[src/hdl/plk_pkg.sv]
// Shared constants and types of the packet link setup block
package plk_pkg;
  // Clock rate of the block
  localparam int CLOCK_MHZ           = 25;
  // Lane layout and address routing
  localparam int LANE_COUNT          = 16;
  localparam int HALF_LANES          = 8;
  localparam int ROUTE_BIT           = 40;
  localparam int ADDR_W              = 48;
  // Strap settle time after reset release, in clock cycles
  localparam int STRAP_SETTLE_CYCLES = 3;
  // Link reset pulse driven by a master half, least time
  localparam int LINK_RESET_NS       = 1000;
  localparam int LINK_RESET_CYCLES   = (LINK_RESET_NS * CLOCK_MHZ + 999) / 1000;
  // Link clock edges of steady peer control needed to finish training
  localparam int TRAIN_TICKS         = 16;
  // Link rate codes
  localparam logic [1:0] FREQ_200    = 2'h0;
  localparam logic [1:0] FREQ_400    = 2'h1;
  localparam logic [1:0] FREQ_800    = 2'h2;
  // Link width codes
  localparam logic WIDTH_8           = 1'b0;
  localparam logic WIDTH_16          = 1'b1;
  // Role flag value loaded for a half strapped as master
  localparam logic ROLE_RESET_MASTER = 1'b0;
  // Per-half initialisation states
  typedef enum logic [3:0] {
    PLK_HOLD  = 4'h1,
    PLK_LRST  = 4'h2,
    PLK_TRAIN = 4'h4,
    PLK_UP    = 4'h8
  } plk_state_t;
endpackage

[src/hdl/plk_link_setup.sv]
// Strap decode, half routing, sideband and lane ownership of the packet link
// Function
// - Split strap high: two independent 8-bit links
// - Split: address bit 40 selects the half
// - Not split: low half runs all, high invalid
// - Master half drives power-good, reset, stop lines
// - Role flag reset value from master strap
// - Bridge bit is inverse of role flag
// - Window miss: forward peer-to-peer or error
// - High sideband lines ignored unless split
// - Clock lanes follow split ownership
// - Control lane 1 unused when not split
// - Data lanes follow split ownership
// - Initialisation starts by itself after reset
// - Cold start at 200 MHz, 8 bits
// - Initialisation complete status readable
// - Established widths reported after initialisation
// - New settings apply on warm reset, stop
// - Both ends need matching width, rate settings
// - Rates 200, 400 and 800 MHz
// - Widths 8 and 16 bits per direction
// - Port zero coherent, port one not
`timescale 1ns/10ps
module plk_link_setup
  import plk_pkg::*;
#(
  parameter int PORT_INDEX = 0,
  parameter int BUF_DEPTH  = 2
)(
  // Clock and reset
  input  wire logic              CLOCK,
  input  wire logic              RESET,
  // Strap pins
  input  wire logic              LINK_SPLIT_STRAP,
  input  wire logic              LOW_HALF_MASTER_STRAP,
  input  wire logic              HIGH_HALF_MASTER_STRAP,
  // Forwarded link clock and receive control lanes
  input  wire logic              LINK_CLK,
  input  wire logic [1:0]        RX_CTL,
  // Transmit lanes
  output logic [1:0]             TX_CLK,
  output logic [1:0]             TX_CTL,
  output logic [15:0]            TX_CAD,
  // Sideband lines, index 0 low half, index 1 high half
  input  wire logic [1:0]        POWER_GOOD_LINE_IN,
  output logic [1:0]             POWER_GOOD_LINE_OUT,
  output logic [1:0]             POWER_GOOD_LINE_OE,
  input  wire logic [1:0]        LINK_RESET_LINE_N_IN,
  output logic [1:0]             LINK_RESET_LINE_N_OUT,
  output logic [1:0]             LINK_RESET_LINE_N_OE,
  input  wire logic [1:0]        LINK_STOP_LINE_N_IN,
  output logic [1:0]             LINK_STOP_LINE_N_OUT,
  output logic [1:0]             LINK_STOP_LINE_N_OE,
  input  wire logic [1:0]        LINK_REQUEST_LINE_N_IN,
  // Internal outbound word stream
  input  wire logic              ACC_VALID,
  input  wire logic [ADDR_W-1:0] ACC_ADDR,
  input  wire logic [15:0]       ACC_DATA,
  output logic [1:0]             ACC_READY,
  output logic                   ACC_DROP,
  // Inbound request window verdict
  input  wire logic              RXQ_VALID,
  input  wire logic              RXQ_HIGH,
  input  wire logic              RXQ_HIT,
  output logic                   RXQ_ACCEPT,
  output logic                   RXQ_P2P,
  output logic                   RXQ_ERROR,
  // Control
  input  wire logic [1:0]        ROLE_WE,
  input  wire logic [1:0]        ROLE_WDATA,
  input  wire logic [1:0]        WARM_RESET,
  input  wire logic [1:0]        CFG_WIDTH_OUT,
  input  wire logic [1:0]        CFG_WIDTH_IN,
  input  wire logic [3:0]        CFG_FREQ,
  // Status
  output logic [1:0]             ENDPOINT_ROLE_FLAG,
  output logic [1:0]             BRIDGE_BIT,
  output logic [1:0]             INIT_COMPLETE,
  output logic [1:0]             LINK_WIDTH_OUT,
  output logic [1:0]             LINK_WIDTH_IN,
  output logic [3:0]             LINK_FREQ,
  output logic [1:0]             PEER_REQUEST,
  output logic                   SPLIT_ACTIVE,
  output logic                   COHERENT
);
  typedef struct packed {
    logic [2:0]  s1_strap;
    logic [2:0]  s2_strap;
    logic [2:0]  strap;      // split, high master, low master
    logic [1:0]  settle;
    logic        captured;
    logic [7:0]  s1_sb;      // per half: request, stop, reset, power good
    logic [7:0]  s2_sb;
    logic [2:0]  s1_lk;      // link clock, control lanes
    logic [2:0]  s2_lk;
    logic        lclk_prev;
    logic [1:0]  role;
    logic [1:0]  bridge;
    logic [1:0]  done;
    logic [1:0]  wo;
    logic [1:0]  wi;
    logic [3:0]  freq;
    logic [1:0]  phase;
    logic [1:0]  txclk;
    logic [1:0]  txctl;
    logic [15:0] cad;
    logic [1:0]  pg_o;
    logic [1:0]  pg_oe;
    logic [1:0]  rst_o;
    logic [1:0]  rst_oe;
    logic [1:0]  stop_o;
    logic [1:0]  stop_oe;
    logic [1:0]  peer_req;
    logic        drop;
    logic        accept;
    logic        p2p;
    logic        err;
    logic        split;
    logic        coherent;
  } plk_top_t;

  plk_top_t          r;
  plk_top_t          n;
  logic              tick;
  logic              sel_hi;
  logic [1:0]        half_en;
  logic [1:0]        drive;
  logic [1:0]        init_rst_n;
  logic [1:0]        init_ctl;
  logic [1:0]        init_done;
  logic [1:0]        init_wo;
  logic [1:0]        init_wi;
  logic [3:0]        init_freq;
  logic [1:0]        cfg_wo;
  logic [1:0]        peer_up;
  logic [1:0]        peer_ctl;
  logic [1:0]        stop_n;
  logic [1:0]        buf_in_valid;
  logic [1:0]        buf_in_ready;
  logic [1:0]        buf_out_valid;
  logic [1:0][15:0]  buf_out_data;
  logic [1:0]        buf_out_ready;
  logic [1:0]        wide;
  logic [1:0]        send;

  // Edge of the sampled link clock; only the second sync stage is looked at
  assign tick   = r.s2_lk[2] && !r.lclk_prev;
  // Address bit 40 picks the half only when split
  assign sel_hi = r.strap[2] && ACC_ADDR[ROUTE_BIT];

  // Per-half enables and handshakes into the sequencers
  always_comb begin
    for (int h = 0; h < 2; h++) begin
      half_en[h]  = r.captured && (h == 0 || r.strap[2]);
      drive[h]    = half_en[h] && r.strap[h];
      peer_up[h]  = r.s2_sb[h*4] && r.s2_sb[h*4+1];
      stop_n[h]   = r.s2_sb[h*4+2];
      peer_ctl[h] = r.s2_lk[h];
      wide[h]     = (h == 0) && !r.strap[2] && init_wo[0];
      send[h]     = tick && init_done[h] && buf_out_valid[h];
      buf_out_ready[h] = send[h] && (wide[h] || r.phase[h]);
    end
    cfg_wo[0]       = CFG_WIDTH_OUT[0] && !r.strap[2];
    cfg_wo[1]       = WIDTH_8;
    buf_in_valid[0] = ACC_VALID && !ACC_ADDR[ROUTE_BIT];
    buf_in_valid[1] = ACC_VALID && sel_hi;
  end

  // One bring-up sequencer and one transmit buffer per half
  for (genvar g = 0; g < 2; g++) begin : g_half
    plk_half_init u_init (
      .clk          (CLOCK),
      .rst          (RESET),
      .enable       (half_en[g]),
      .master       (r.strap[g]),
      .tick         (tick),
      .stop_n       (stop_n[g]),
      .peer_up      (peer_up[g]),
      .peer_ctl     (peer_ctl[g]),
      .warm_req     (WARM_RESET[g]),
      .cfg_wide_out (cfg_wo[g]),
      .cfg_wide_in  (CFG_WIDTH_IN[g] && g == 0 && !r.strap[2]),
      .cfg_freq     (CFG_FREQ[g*2 +: 2]),
      .link_rst_n   (init_rst_n[g]),
      .ctl_drive    (init_ctl[g]),
      .done         (init_done[g]),
      .wide_out     (init_wo[g]),
      .wide_in      (init_wi[g]),
      .freq         (init_freq[g*2 +: 2])
    );
    plk_buf2 #(
      .W     (16),
      .DEPTH (BUF_DEPTH)
    ) u_buf (
      .clk       (CLOCK),
      .rst       (RESET),
      .in_valid  (buf_in_valid[g]),
      .in_data   (ACC_DATA),
      .in_ready  (buf_in_ready[g]),
      .out_valid (buf_out_valid[g]),
      .out_data  (buf_out_data[g]),
      .out_ready (buf_out_ready[g])
    );
  end

  // Next state of the top: sync, straps, status, lanes, sideband, verdicts
  always_comb begin
    n           = r;
    n.s1_strap  = {LINK_SPLIT_STRAP, HIGH_HALF_MASTER_STRAP, LOW_HALF_MASTER_STRAP};
    n.s2_strap  = r.s1_strap;
    n.s1_sb     = {LINK_REQUEST_LINE_N_IN[1], LINK_STOP_LINE_N_IN[1],
                   LINK_RESET_LINE_N_IN[1], POWER_GOOD_LINE_IN[1],
                   LINK_REQUEST_LINE_N_IN[0], LINK_STOP_LINE_N_IN[0],
                   LINK_RESET_LINE_N_IN[0], POWER_GOOD_LINE_IN[0]};
    n.s2_sb     = r.s1_sb;
    n.s1_lk     = {LINK_CLK, RX_CTL};
    n.s2_lk     = r.s1_lk;
    n.lclk_prev = r.s2_lk[2];
    // Straps follow the pins only until the settle window closes
    if (!r.captured) begin
      n.strap = r.s2_strap;
      if (r.settle == 2'(STRAP_SETTLE_CYCLES - 1)) begin
        n.captured = 1'b1;
        for (int h = 0; h < 2; h++) begin
          n.role[h] = r.s2_strap[h] ? ROLE_RESET_MASTER : !ROLE_RESET_MASTER;
        end
      end else begin
        n.settle = r.settle + 2'h1;
      end
    end else begin
      for (int h = 0; h < 2; h++) begin
        if (ROLE_WE[h]) begin
          n.role[h] = ROLE_WDATA[h];
        end
      end
    end
    n.bridge   = ~n.role;
    n.split    = r.captured && r.strap[2];
    n.coherent = (PORT_INDEX == 0);
    // Widths read as narrow until the handshake has finished
    for (int h = 0; h < 2; h++) begin
      n.done[h]          = init_done[h];
      n.wo[h]            = init_done[h] ? init_wo[h] : WIDTH_8;
      n.wi[h]            = init_done[h] ? init_wi[h] : WIDTH_8;
      n.freq[h*2 +: 2]   = init_done[h] ? init_freq[h*2 +: 2] : FREQ_200;
      n.pg_oe[h]         = drive[h];
      n.rst_oe[h]        = drive[h];
      n.stop_oe[h]       = drive[h];
      n.pg_o[h]          = drive[h];
      n.rst_o[h]         = drive[h] && init_rst_n[h];
      n.stop_o[h]        = drive[h];
      n.peer_req[h]      = half_en[h] && !r.s2_sb[h*4+3];
    end
    // Lanes move only on link clock edges; each half owns its lanes when split, otherwise the low half drives all but control lane 1, held low
    if (tick) begin
      for (int h = 0; h < 2; h++) begin
        if (send[h] && !wide[h]) begin
          n.phase[h] = !r.phase[h];
        end
      end
      n.txclk[0] = half_en[0] ? !r.txclk[0] : 1'b0;
      n.txclk[1] = r.strap[2] ? (half_en[1] ? !r.txclk[1] : 1'b0) : n.txclk[0];
      n.txctl[0] = init_ctl[0] && (!init_done[0] || send[0]);
      n.txctl[1] = r.strap[2] && init_ctl[1] && (!init_done[1] || send[1]);
      if (wide[0]) begin
        n.cad = send[0] ? buf_out_data[0] : 16'h0000;
      end else begin
        n.cad[7:0]  = !send[0] ? 8'h00 :
                      (r.phase[0] ? buf_out_data[0][15:8] : buf_out_data[0][7:0]);
        n.cad[15:8] = (!send[1] || !r.strap[2]) ? 8'h00 :
                      (r.phase[1] ? buf_out_data[1][15:8] : buf_out_data[1][7:0]);
      end
    end
    // Inbound verdict; the high half counts only when split
    n.drop   = ACC_VALID && ACC_ADDR[ROUTE_BIT] && !r.strap[2];
    n.accept = 1'b0;
    n.p2p    = 1'b0;
    n.err    = 1'b0;
    if (RXQ_VALID && r.captured && (!RXQ_HIGH || r.strap[2])) begin
      n.accept = RXQ_HIT;
      n.p2p    = !RXQ_HIT && !r.role[RXQ_HIGH];
      n.err    = !RXQ_HIT && r.role[RXQ_HIGH];
    end
  end

  // State register
  always_ff @(posedge CLOCK or posedge RESET) begin
    if (RESET) begin
      r <= '{bridge: 2'h3, default: '0};
    end else begin
      r <= n;
    end
  end

  // Ports come from the registered state, ready from the buffer registers
  assign TX_CLK                = r.txclk;
  assign TX_CTL                = r.txctl;
  assign TX_CAD                = r.cad;
  assign POWER_GOOD_LINE_OUT   = r.pg_o;
  assign POWER_GOOD_LINE_OE    = r.pg_oe;
  assign LINK_RESET_LINE_N_OUT = r.rst_o;
  assign LINK_RESET_LINE_N_OE  = r.rst_oe;
  assign LINK_STOP_LINE_N_OUT  = r.stop_o;
  assign LINK_STOP_LINE_N_OE   = r.stop_oe;
  assign ACC_READY             = buf_in_ready;
  assign ACC_DROP              = r.drop;
  assign RXQ_ACCEPT            = r.accept;
  assign RXQ_P2P               = r.p2p;
  assign RXQ_ERROR             = r.err;
  assign ENDPOINT_ROLE_FLAG    = r.role;
  assign BRIDGE_BIT            = r.bridge;
  assign INIT_COMPLETE         = r.done;
  assign LINK_WIDTH_OUT        = r.wo;
  assign LINK_WIDTH_IN         = r.wi;
  assign LINK_FREQ             = r.freq;
  assign PEER_REQUEST          = r.peer_req;
  assign SPLIT_ACTIVE          = r.split;
  assign COHERENT              = r.coherent;
endmodule

[src/hdl/plk_buf2.sv]
// Small valid/ready buffer in front of each half's transmit lanes
`timescale 1ns/10ps
module plk_buf2
  import plk_pkg::*;
#(
  parameter int W     = 16,
  parameter int DEPTH = 2
)(
  // Clock and reset
  input  wire logic         clk,
  input  wire logic         rst,
  // Fill side
  input  wire logic         in_valid,
  input  wire logic [W-1:0] in_data,
  output logic              in_ready,
  // Drain side
  output logic              out_valid,
  output logic [W-1:0]      out_data,
  input  wire logic         out_ready
);
  localparam int AW = (DEPTH > 1) ? $clog2(DEPTH) : 1;
  localparam int CW = $clog2(DEPTH + 1);

  typedef struct packed {
    logic [DEPTH-1:0][W-1:0] mem;
    logic [AW-1:0]           rd;
    logic [AW-1:0]           wr;
    logic [CW-1:0]           cnt;
    logic                    rdy;
  } plk_buf_t;

  plk_buf_t r;
  plk_buf_t n;
  logic     push;
  logic     pop;

  // Pointer and count update; ready is registered so it can never glitch
  always_comb begin
    n    = r;
    push = in_valid && r.rdy;
    pop  = (r.cnt != '0) && out_ready;
    if (push) begin
      n.mem[r.wr] = in_data;
      n.wr        = (r.wr == AW'(DEPTH - 1)) ? '0 : r.wr + AW'(1);
    end
    if (pop) begin
      n.rd = (r.rd == AW'(DEPTH - 1)) ? '0 : r.rd + AW'(1);
    end
    n.cnt = r.cnt + CW'(push) - CW'(pop);
    n.rdy = (n.cnt != CW'(DEPTH));
  end

  // State register
  always_ff @(posedge clk or posedge rst) begin
    if (rst) begin
      r     <= '0;
      r.rdy <= 1'b1;
    end else begin
      r <= n;
    end
  end

  assign in_ready  = r.rdy;
  assign out_valid = (r.cnt != '0);
  assign out_data  = r.mem[r.rd];
endmodule

[src/hdl/plk_half_init.sv]
// Reset, training and width/rate bring-up of one link half
`timescale 1ns/10ps
module plk_half_init
  import plk_pkg::*;
(
  // Clock and reset
  input  wire logic       clk,
  input  wire logic       rst,
  // Half control
  input  wire logic       enable,
  input  wire logic       master,
  input  wire logic       tick,
  input  wire logic       stop_n,
  input  wire logic       peer_up,
  input  wire logic       peer_ctl,
  input  wire logic       warm_req,
  // Settings waiting for the next re-initialisation
  input  wire logic       cfg_wide_out,
  input  wire logic       cfg_wide_in,
  input  wire logic [1:0] cfg_freq,
  // Results
  output logic            link_rst_n,
  output logic            ctl_drive,
  output logic            done,
  output logic            wide_out,
  output logic            wide_in,
  output logic [1:0]      freq
);
  typedef struct packed {
    plk_state_t state;
    logic [7:0] cnt;
    logic       cold;
    logic       stop_prev;
    logic       wo;
    logic       wi;
    logic [1:0] freq;
  } plk_init_t;

  plk_init_t r;
  plk_init_t n;
  logic      reinit;

  // Sequencer; re-entry to link reset loads the waiting settings, or 8 bits and 200 MHz from hold or while still cold
  always_comb begin
    n           = r;
    n.stop_prev = stop_n;
    reinit      = (r.state != PLK_HOLD) &&
                  (warm_req || (r.stop_prev && !stop_n) || (!master && !peer_up));
    unique case (r.state)
      PLK_HOLD: begin
        if (enable) begin
          n.state = PLK_LRST;
        end
      end
      PLK_LRST: begin
        if (r.cnt != 8'(LINK_RESET_CYCLES - 1)) begin
          n.cnt = r.cnt + 8'h01;
        end else if (master || peer_up) begin
          n.state = PLK_TRAIN;
          n.cnt   = 8'h00;
        end
      end
      PLK_TRAIN: begin
        if (tick) begin
          n.cnt = peer_ctl ? r.cnt + 8'h01 : 8'h00;
          if (peer_ctl && r.cnt == 8'(TRAIN_TICKS - 1)) begin
            n.state = PLK_UP;
            n.cold  = 1'b0;
          end
        end
      end
      PLK_UP: begin
        n.cnt = 8'h00;
      end
    endcase
    if (reinit || (r.state == PLK_HOLD && enable)) begin
      n.state = PLK_LRST;
      n.cnt   = 8'h00;
      if (r.cold || r.state == PLK_HOLD) begin
        n.wo   = WIDTH_8;
        n.wi   = WIDTH_8;
        n.freq = FREQ_200;
      end else begin
        n.wo   = cfg_wide_out;
        n.wi   = cfg_wide_in;
        n.freq = (cfg_freq == FREQ_800 || cfg_freq == FREQ_400) ? cfg_freq : FREQ_200;
      end
    end
  end

  // State register
  always_ff @(posedge clk or posedge rst) begin
    if (rst) begin
      r       <= '0;
      r.state <= PLK_HOLD;
      r.cold  <= 1'b1;
    end else begin
      r <= n;
    end
  end

  assign link_rst_n = (r.state == PLK_TRAIN) || (r.state == PLK_UP);
  assign ctl_drive  = (r.state == PLK_TRAIN) || (r.state == PLK_UP);
  assign done       = (r.state == PLK_UP);
  assign wide_out   = r.wo;
  assign wide_in    = r.wi;
  assign freq       = r.freq;
endmodule

[config.mk]
export PLATFORM = sky130hd
export DESIGN_NAME = plk_link_setup
export DESIGN_NICKNAME = d
export VERILOG_FILES = /design/src/hdl/plk_pkg.sv /design/src/hdl/plk_link_setup.sv /design/src/hdl/plk_buf2.sv /design/src/hdl/plk_half_init.sv
export SDC_FILE = /design/constraint.sdc
export NUM_CORES = 1
export LEC_CHECK = 0
export ABC_CLOCK_PERIOD_IN_PS = 9350
export BUFFER_PORTS_ARGS = -buffer_cell sky130_fd_sc_hd__clkbuf_2
export CORE_ASPECT_RATIO = 1.25
export CORE_MARGIN = 4
export CORE_UTILIZATION = 55
export CTS_CLUSTER_DIAMETER = 120
export DETAILED_ROUTE_END_ITERATION = 10
export HOLD_SLACK_MARGIN = 0.05
export PLACE_DENSITY = 0.79
export SKIP_LAST_GASP = 1
export SLEW_MARGIN = 25
export SYNTH_ARGS = -nofsm -noshare
export SYNTH_HDL_FRONTEND = slang
export SYNTH_SLANG_ARGS = --single-unit
[constraint.sdc]
create_clock -name CLOCK -period 9.35 [get_ports CLOCK]
set_clock_uncertainty 0.2 [all_clocks]
set_input_delay 1.87 -clock CLOCK [delete_from_list [all_inputs] [get_ports CLOCK]]
set_output_delay 1.87 -clock CLOCK [all_outputs]
set_load 0.03 [all_outputs]
After elaboration in Yosys (flattened, before gate mapping):

Index checks and enable logic that the tools add are counted.

* $lt $le $gt $ge: 7
* eq/ne operators: 33
* add/sub/neg operators: 11
* mux-type cells: 66
* reduce and logical (&&, ||, !) cells: 104
* bitwise gates (word level): 3

Operators by type and width (count)
* 2-to-1 mux 16 bit: 8
* bitwise mux 32 bit: 2
* 2-to-1 mux 8 bit: 8
* logical AND 1 bit: 48
* 2-to-1 mux 12 bit: 4
* case mux 8 bit (3 select lines): 2
* demux 16 bit (select 1 bit): 2
* 2-to-1 mux 4 bit: 7
* 2-to-1 mux 13 bit: 2
* case mux 4 bit (3 select lines): 2
* zero test 1 bit: 22
* 2-to-1 mux 1 bit: 21
* logical OR 1 bit: 19
* adder 8 x 1 -> 8 bit, second input constant: 2
* equality test 8 x 4 -> 1 bit, second input constant: 2
* inequality test 4 x 1 -> 1 bit, second input constant: 4
* inequality test 8 x 5 -> 1 bit, second input constant: 2
* nonzero test 4 bit: 4
* 2-to-1 mux 2 bit: 7
* inequality test 3 x 1 -> 1 bit, second input constant: 4
* AND reduction 3 bit: 4
* AND reduction 6 bit: 2
* < comparator 1 x 2 -> 1 bit, second input constant: 5
* inequality test 3 x 2 -> 1 bit, second input constant: 3
* other kinds (18): 38

* output and inout port bits: 56
* word-level logic and storage cells: 280
* register bits after elaboration: 193

Logic depth before layout (Yosys ltp):

Gate-level depths: netlist (run 1).

* depth in word-level cells: 8
* gate-level depth with buffers: 10

By module:

A second synthesis (run 1) with hierarchy kept.

* cells, all modules: 735
* area total of the unflattened synthesis: 9001.1 sq um

By module, submodules not included
* plk_link_setup: cells each 273, area each 3390.8 sq um, instances 1
* plk_buf2: cells each 111, area each 1684.1 sq um, instances 2
* plk_half_init: cells each 120, area each 1121.1 sq um, instances 2

Worst setup path after synthesis (run 1):

Ideal clock, no wire load.

* kind: input to register
* from: input port ACC_VALID
* to: register g_half[0].u_buf.r[10] in the netlist's numbering
* path buffers: 1
* path slack: 5.930 ns
* required time: 9.025 ns
* stages: 5
* arrival: 3.095 ns
* cells stage by stage: nand2_1 or2_2 nor2_1 buf_4 mux2_2

* cells in the longest elaborated chain, start to end: 2

Ends and longest elaborated chain
* from (decl): RTL line plk_link_setup.sv:56 `input wire logic ACC_VALID,`
* logical AND 1 bit: RTL line plk_link_setup.sv:165 `buf_in_valid[0] = ACC_VALID && !ACC_ADDR[ROUTE_BIT];`
* logical AND 1 bit: RTL line plk_buf2.sv:40 `push = in_valid && r.rdy;`
* to (signal assigned): RTL line plk_buf2.sv:59 `r <= n;`
* to (decl): RTL line plk_buf2.sv:32 `plk_buf_t r;`

Every way passes these cells.
A chain may end at the register's enable or synchronous reset.

==> impl_metrics.env, run 1 <==
export IMPL_cts_buffers=17
export IMPL_grt_pass1_vias=5848
export IMPL_io_buffers=102
export IMPL_crit_path_top_delay_cell="nor3_2"
export IMPL_r2r_slack_ps=5920
export IMPL_row_count=50
export IMPL_grt_usage=0.215
export IMPL_die_area_sq_mm=0.0175
export IMPL_cts_tree="yes"
export IMPL_power_switching_mw=0.579
export IMPL_wl_um=17900
export IMPL_rr_startpoint="g_half[0].u_init.r[17]"
export IMPL_synth_edff_count=0
export IMPL_core_sq_mm=0.0151
export IMPL_first_pass_iters=4
export IMPL_worst_pin_slew_ps=1030
export IMPL_regArea_sq_mm=0.00474
export IMPL_root_buffer="clkbuf_16"
export IMPL_rsz0062_at_grt="false"
export IMPL_end_kind="flop"
export IMPL_power_frac_comb=0.174
export IMPL_cts_resized=0
export IMPL_grt_ovfl_total=0
export IMPL_synth_distinct_cells=64
export IMPL_dieWidth_um=119
export IMPL_finalMaxSlewViolations=0
export IMPL_drc=0
export IMPL_syn_avg_cell_area_sq_um=12.5
export IMPL_final_layout_size_suffix_gt1_frac=0.346
export IMPL_slew_headroom=0.310
export IMPL_clockBufferDepth=2
export IMPL_r2r_worst_path_cells=9
export IMPL_cp_start_kind="flop"
export IMPL_maxCapViolations=0
export IMPL_synth_async_reset_ratio=1.00
export IMPL_area_growth_pct=10.4
export IMPL_clkPwrFrac=0.320
export IMPL_num_vias=5414
export IMPL_swShare=0.269
export IMPL_nets=834
export IMPL_ys_seq_area_frac=0.557
export IMPL_hold_viol=0
export IMPL_p_per_area_mw_per_mm2=229
export IMPL_multi_input_area_sq_mm=0.00314
export IMPL_path_cells="or4b_4, nor3_2, a21boi_2, ha_1, inv_1, ha_1, xnor2_1, xnor2_1, nand2b_1"
export IMPL_clk_latency_ps=440
export IMPL_ys_flop_type="dfrtp_1"
export IMPL_syn_inst=682
export IMPL_fill_cells=1160
export IMPL_hold_end="peer_ctl[1]"
export IMPL_critPathMaxStageDelay_ps=780
export IMPL_grt_pass1_wl_um=29800
export IMPL_hold_class="flop to flop"
export IMPL_first_iter_violations=347
export IMPL_clkSinkCount=189
export IMPL_netlist_area_sq_mm=0.00850
export IMPL_hold_path_depth=0
export IMPL_grt_antenna_before_repair=0
export IMPL_clk_pin_slew_worst_paths_ps=70
export IMPL_critPathKind="flop to flop"
export IMPL_hold_buffers=0
export IMPL_post_place_cells=916
export IMPL_final_cell_count_no_fill=948
export IMPL_finalCriticalPeriod_ps=3430
export IMPL_diodes=0
export IMPL_synth_seq_cells=189
export IMPL_critical_path_required_ps=9510
export IMPL_avgViaCountPerCell=5.71
export IMPL_outcome="completed"
export IMPL_io_pins=154
export IMPL_wl_per_cell_um=18.9
export IMPL_tns_ps=0
export IMPL_routabilityCongestion=0.847
export IMPL_arrival_ps=3590
export IMPL_ir_drop_mv=0.161
export IMPL_timing_rr_end="g_half[0].u_buf.in_ready"
export IMPL_worstHoldStart="n[58]"
export IMPL_cp_max_fo=12
export IMPL_setup_violations_final=0
export IMPL_grt_max_degree=102
export IMPL_dp_hpwl_um=12400
export IMPL_start_util=0.564
export IMPL_power_leakage_nw=4.34
export IMPL_htreeDepth=4
export IMPL_die_h_um=147
export IMPL_pwr_share_seq=0.506
export IMPL_ys_warn_count=0
export IMPL_p_int_mw=1.57
export IMPL_drtAntennaViolNets=0
export IMPL_cts_setup_buffers=0
export IMPL_fmaxAchievable_ghz=0.292
export IMPL_fin_crit_sh=0.367
==> critical path: cells and delay by family (launching register included) <==
family                     cells  cell delay, ps
AOI/OAI and AO/OA              1             330
DFF                            1             590
and+or+nand+nor                3            1470
xor gates and xnor gates       2             310
buffers and inverters          1              60
adders and majority gates      2             400
==> logic make-up (layout without fill, tap and decap cells) <==
family,Yosys count,count (layout),share of synthesized area
fa+ha+maj,9,9,0.0132
simple gates,157,157,0.108
buf+inv,113,170,0.0746
xor+xnor,13,13,0.0134
flops,189,189,0.557
other cells,2,3,0.000883
compound gates,95,95,0.0849
mux,104,104,0.147
==> state kept, by name, summed over array words and instances (netlist names), 2 cells and up <==
signal	cells
BRIDGE_BIT	2
ENDPOINT_ROLE_FLAG	2
INIT_COMPLETE	2
LINK_FREQ	4
LINK_RESET_LINE_N_OUT	2
LINK_STOP_LINE_N_OE	2
PEER_REQUEST	2
TX_CAD	16
TX_CLK	2
TX_CTL	2
g_half.u_buf.in_ready	2
g_half.u_buf.r	72
g_half.u_init.freq	4
g_half.u_init.r	28
n	15
peer_ctl	2
r	19
==> power groups by stage <==
stage                     Sequential (mW)  Combinational (mW)  Clock, mW
after floorplan                      1.07               0.308          0
after global placement               1.08               0.352          0
after detailed placement             1.10               0.375          0
after CTS                            1.09               0.379      0.702
after global routing                 1.11               0.409      0.740
final                                1.09               0.374      0.689
==> how the worst max path moves through the flow <==
stage / to / from
floorplan: ACC_DROP / RESET
global placement: g_half[1].u_buf.r[2] / RESET
detailed placement: g_half[0].u_buf.r[6] / ACC_VALID
CTS: g_half[0].u_buf.r[15] / ACC_VALID
global route: g_half[0].u_buf.in_ready / g_half[0].u_init.r[17]
finish: g_half[0].u_buf.in_ready / g_half[0].u_init.r[17]
==> area by class of cell <==
cell class | count | share of cell area
well taps | 208 | 0.0277
repair buffers | 106 | 0.0597
flip-flops and latches | 189 | 0.505
clock inverters | 14 | 0.0144
inverters | 32 | 0.0133
clock buffers | 18 | 0.0457
multi-input cells | 381 | 0.334
==> routing by layer <==
layer	track usage	share of wire	vias to the layer above	wire, um
li1	-	-	2474	-
met1	0.268	0.41	2738	7360
met2	0.365	0.52	168	9230
met3	0.0485	0.050	34	896
met4	0.0829	0.024	0	427
met5	0	0	-	0
==> per-stage QoR <==
step | area [sq um] | total power [mW] | worst slack, ps | hold slack [ps] | utilization
after floorplan | 8510 | 1.38 | 2150 | 131 | -
after global placement | 8790 | 1.43 | 5410 | 134 | 0.583
after detailed placement | 8820 | 1.48 | 5480 | 136 | 0.585
after CTS | 9380 | 2.17 | 5950 | 145 | 0.622
after global routing | 9390 | 2.26 | 5800 | 158 | 0.623
final | 9390 | 2.15 | 5920 | 144 | 0.623
==> Yosys cell counts (all sizes together) (3+ instances only) <==
master   count  area [sq um]
nor4         8          65.1
and3        15          93.8
nor4b        8          88.8
mux2i        9          90.1
o31ai        4          30.0
nand2b       5          31.3
a31oi        9          56.3
clkbuf      15          56.3
nor3b        3          22.5
o31a         3          26.3
nor2b       12          75.1
mux4         8           180
a21oi        9          45.0
o2111ai      8          70.1
a221o        9          90.1
buf         66           458
dfrtp      181          4530
mux2        87           980
inv         32           120
xor2         3          26.3
nand4        4          25.0
nor3        11          60.1
nor2        21          78.8
o211ai       6          45.0
xnor2       10          87.6
dfstp        8           210
ha           9           113
or3          4          25.0
o221ai       3          26.3
and4b        4          40.0
o21ai       18          90.1
nand3        4          20.0
o21a         3          22.5
and2         5          31.3
a22oi        9          67.6
nand2       41           154
==> cell usage in the layout, fill, tap and decap left out, types with 4 or more instances in the layout <==
cell / count
mux2_2: 87
or3_1: 4
o211ai_1: 6
clkbuf_2: 102
inv_1: 31
clkbuf_16: 17
nor2_1: 20
nor2b_1: 12
and3_1: 15
a221o_1: 9
mux2i_1: 9
nor4b_1: 5
dfrtp_1: 181
a22oi_1: 9
nand2_1: 41
nand4_1: 4
inv_6: 4
and2_1: 4
o31ai_1: 4
xnor2_1: 10
dfstp_2: 8
ha_1: 9
and4b_1: 4
o21ai_0: 16
a31oi_1: 9
o2111ai_1: 8
nand3_1: 4
a21oi_1: 8
nor3_1: 10
nor4_1: 7
nand2b_1: 5
clkinv_4: 4
mux4_2: 8
Note: power is estimated with default switching activity, not from simulation.
==> run 2: changes to the inputs <==
--- a/config.mk
+++ b/config.mk
@@ -5,15 +5,15 @@
 export SDC_FILE = /design/constraint.sdc
 export NUM_CORES = 1
 export LEC_CHECK = 0
-export ABC_CLOCK_PERIOD_IN_PS = 9350
+export ABC_CLOCK_PERIOD_IN_PS = 3000
 export BUFFER_PORTS_ARGS = -buffer_cell sky130_fd_sc_hd__clkbuf_2
 export CORE_ASPECT_RATIO = 1.25
 export CORE_MARGIN = 4
-export CORE_UTILIZATION = 55
+export CORE_UTILIZATION = 50
 export CTS_CLUSTER_DIAMETER = 120
 export DETAILED_ROUTE_END_ITERATION = 10
 export HOLD_SLACK_MARGIN = 0.05
-export PLACE_DENSITY = 0.79
+export PLACE_DENSITY = 0.76
 export SKIP_LAST_GASP = 1
 export SLEW_MARGIN = 25
 export SYNTH_ARGS = -nofsm -noshare
==> constraint.sdc (replaced) <==
create_clock -name CLOCK -period 3 [get_ports CLOCK]
set_clock_uncertainty 0.2 [all_clocks]
set_input_delay 0.6 -clock CLOCK [delete_from_list [all_inputs] [get_ports CLOCK]]
set_output_delay 0.6 -clock CLOCK [all_outputs]
set_load 0.03 [all_outputs]
==> impl_metrics.env, run 2 (synthesis gave the netlist of run 1 again) <==
export IMPL_dp_hpwl_um=12400
export IMPL_htreeDepth=4
export IMPL_cts_tree="yes"
export IMPL_clkSinkCount=189
export IMPL_finalCriticalPeriod_ps=2560
export IMPL_top_register="g_half.u_buf.r"
export IMPL_reg_top3="g_half.u_buf.r (72), g_half.u_init.r (28), r (19)"
export IMPL_use_met2=0.339
export IMPL_power_leakage_nw=4.43
export IMPL_p_int_mw=5.08
export IMPL_worst_pin_slew_ps=835
export IMPL_start_util=0.507
export IMPL_grt_met3_usage=0.0608
export IMPL_rr_startpoint="g_half[0].u_init.r[14]"
export IMPL_maxCapViolations=0
export IMPL_first_iter_violations=330
export IMPL_drc=0
export IMPL_routabilityCongestion=0.885
export IMPL_final_core_util=0.570
export IMPL_clkPwrFrac=0.338
export IMPL_hold_buffers=0
export IMPL_ir_drop_mv=0.459
export IMPL_cts_resized=0
export IMPL_io_pins=154
export IMPL_critical_path_required_ps=3160
export IMPL_cp_start_kind="flop"
export IMPL_power_frac_comb=0.169
export IMPL_critPathKind="flop to flop"
export IMPL_dieWidth_um=125
export IMPL_grt_ovfl_total=0
export IMPL_grt_max_degree=155
export IMPL_fin_crit_sh=0.853
export IMPL_die_h_um=154
export IMPL_layout_commonest_cell="dfrtp_1"
export IMPL_nets=851
export IMPL_fmaxAchievable_ghz=0.391
export IMPL_p_per_area_mw_per_mm2=719
export IMPL_wl_per_cell_um=18.6
export IMPL_grt_busiest_layer="met2"
export IMPL_outcome="completed"
export IMPL_fill_cells=1364
export IMPL_slew_headroom=0.444
export IMPL_pwr_share_seq=0.493
export IMPL_diodes=0
export IMPL_drtAntennaViolNets=0
export IMPL_setup_violations_final=0
export IMPL_end_kind="flop"
export IMPL_num_vias=5526
export IMPL_arrival_ps=2720
export IMPL_die_area_sq_mm=0.0192
export IMPL_core_sq_mm=0.0168
export IMPL_io_buffers=102
export IMPL_rsz0062_at_grt="false"
export IMPL_startpoint="g_half[0].u_init.r[14]"
export IMPL_first_pass_iters=4
export IMPL_finalMaxSlewViolations=0
export IMPL_worstHoldStart="LINK_STOP_LINE_N_IN[0]"
export IMPL_cts_setup_buffers=0
export IMPL_root_buffer="clkbuf_16"
export IMPL_final_layout_size_suffix_gt1_frac=0.359
export IMPL_grt_usage=0.199
export IMPL_grt_pass1_wl_um=30600
export IMPL_wl_um=18200
export IMPL_avgViaCountPerCell=5.66
export IMPL_final_cell_mix="dfrtp_1, clkbuf_2, mux2_2"
export IMPL_power_switching_mw=1.80
export IMPL_area_growth_pct=12.5
export IMPL_clk_pin_slew_worst_paths_ps=70
export IMPL_cts_buffers=17
export IMPL_largest_reg_flops=72
export IMPL_grt_pass1_vias=5991
export IMPL_cp_max_fo=7
export IMPL_row_count=53
export IMPL_grt_use_met1=0.238
export IMPL_clk_latency_ps=430
export IMPL_timing_hold_ws_ps=73.1
export IMPL_hold_class="primary input to flop"
export IMPL_grt_antenna_before_repair=2
export IMPL_hold_viol=0
export IMPL_clockBufferDepth=2
export IMPL_swShare=0.261
## run 2: cell types whose count changed in the layout (fill, tap and decap cells not counted)
cell | before | now
nor2_2 | 1 | 0
buf_4 | 3 | 20
a21oi_2 | 1 | 0
clkinv_4 | 4 | 2
buf_12 | 0 | 1
inv_8 | 1 | 2
nor2_1 | 20 | 21
clkbuf_1 | 1 | 0
a21oi_1 | 8 | 9
inv_6 | 4 | 2
buf_16 | 1 | 0
clkinvlp_4 | 3 | 5
bufinv_16 | 1 | 3
## run 2: routing by layer
layer  share of wire  vias up  wire length [um]
met5          0.0011        -                20
met4           0.023        4               425
met3           0.072       39              1320
met2            0.51      190              9340
met1            0.39     2786              7110
li1                -     2507                 -
## run 2: area by class of cell
cell class | instances | area [sq um] | share of cell area
Multi-Input combinational cell | 381 | 3130 | 0.327
Tap cell | 220 | 275 | 0.0288
Clock inverter | 15 | 188 | 0.0196
Inverter | 32 | 124 | 0.0130
Timing Repair Buffer | 123 | 681 | 0.0712
Sequential cell | 189 | 4740 | 0.496
Clock buffer | 17 | 425 | 0.0445
## run 2: final timing paths
check                                                end  slack (ps)  cells after the start
worst max-delay path            g_half[0].u_buf.in_ready         440                      9
worst min-delay path                               n[65]          70                      1
worst max register to register  g_half[0].u_buf.in_ready         440                      9
worst min register to register               peer_ctl[1]         150                      0
max in group asynchronous                          r[70]        1810                      3
min in group asynchronous          g_half[1].u_buf.r[32]         100                      3
## run 2: stage by stage
step / cell area (sq um) / cells / TNS [ps] / setup slack [ps] / power, mW
finish: 9560 / 977 / 0 / 441 / 6.87
global route: 9560 / 977 / 0 / 296 / 7.23
CTS: 9560 / 977 / 0 / 416 / 6.94
detailed placement: 8950 / 945 / 0 / 417 / 4.61
global placement: 8950 / 945 / 0 / 462 / 4.50
floorplan: 8510 / 683 / -41260 / -228 / 4.29
## run 2: power by group through the flow
stage | logic, mW | registers [mW] | clock network [mW]
global placement | 1.12 | 3.38 | 0
CTS | 1.18 | 3.39 | 2.37
floorplan | 0.959 | 3.33 | 0
finish | 1.16 | 3.39 | 2.32
detailed placement | 1.18 | 3.43 | 0
global route | 1.28 | 3.46 | 2.49
## run 2: critical path: stages (launching register included)
cell      delay (ps)
dfstp_2          400
or4b_4           620
nor3_2           240
a21boi_2         230
ha_1             250
inv_1             60
ha_1             140
xnor2_1          130
xnor2_1          160
nand2b_1          70
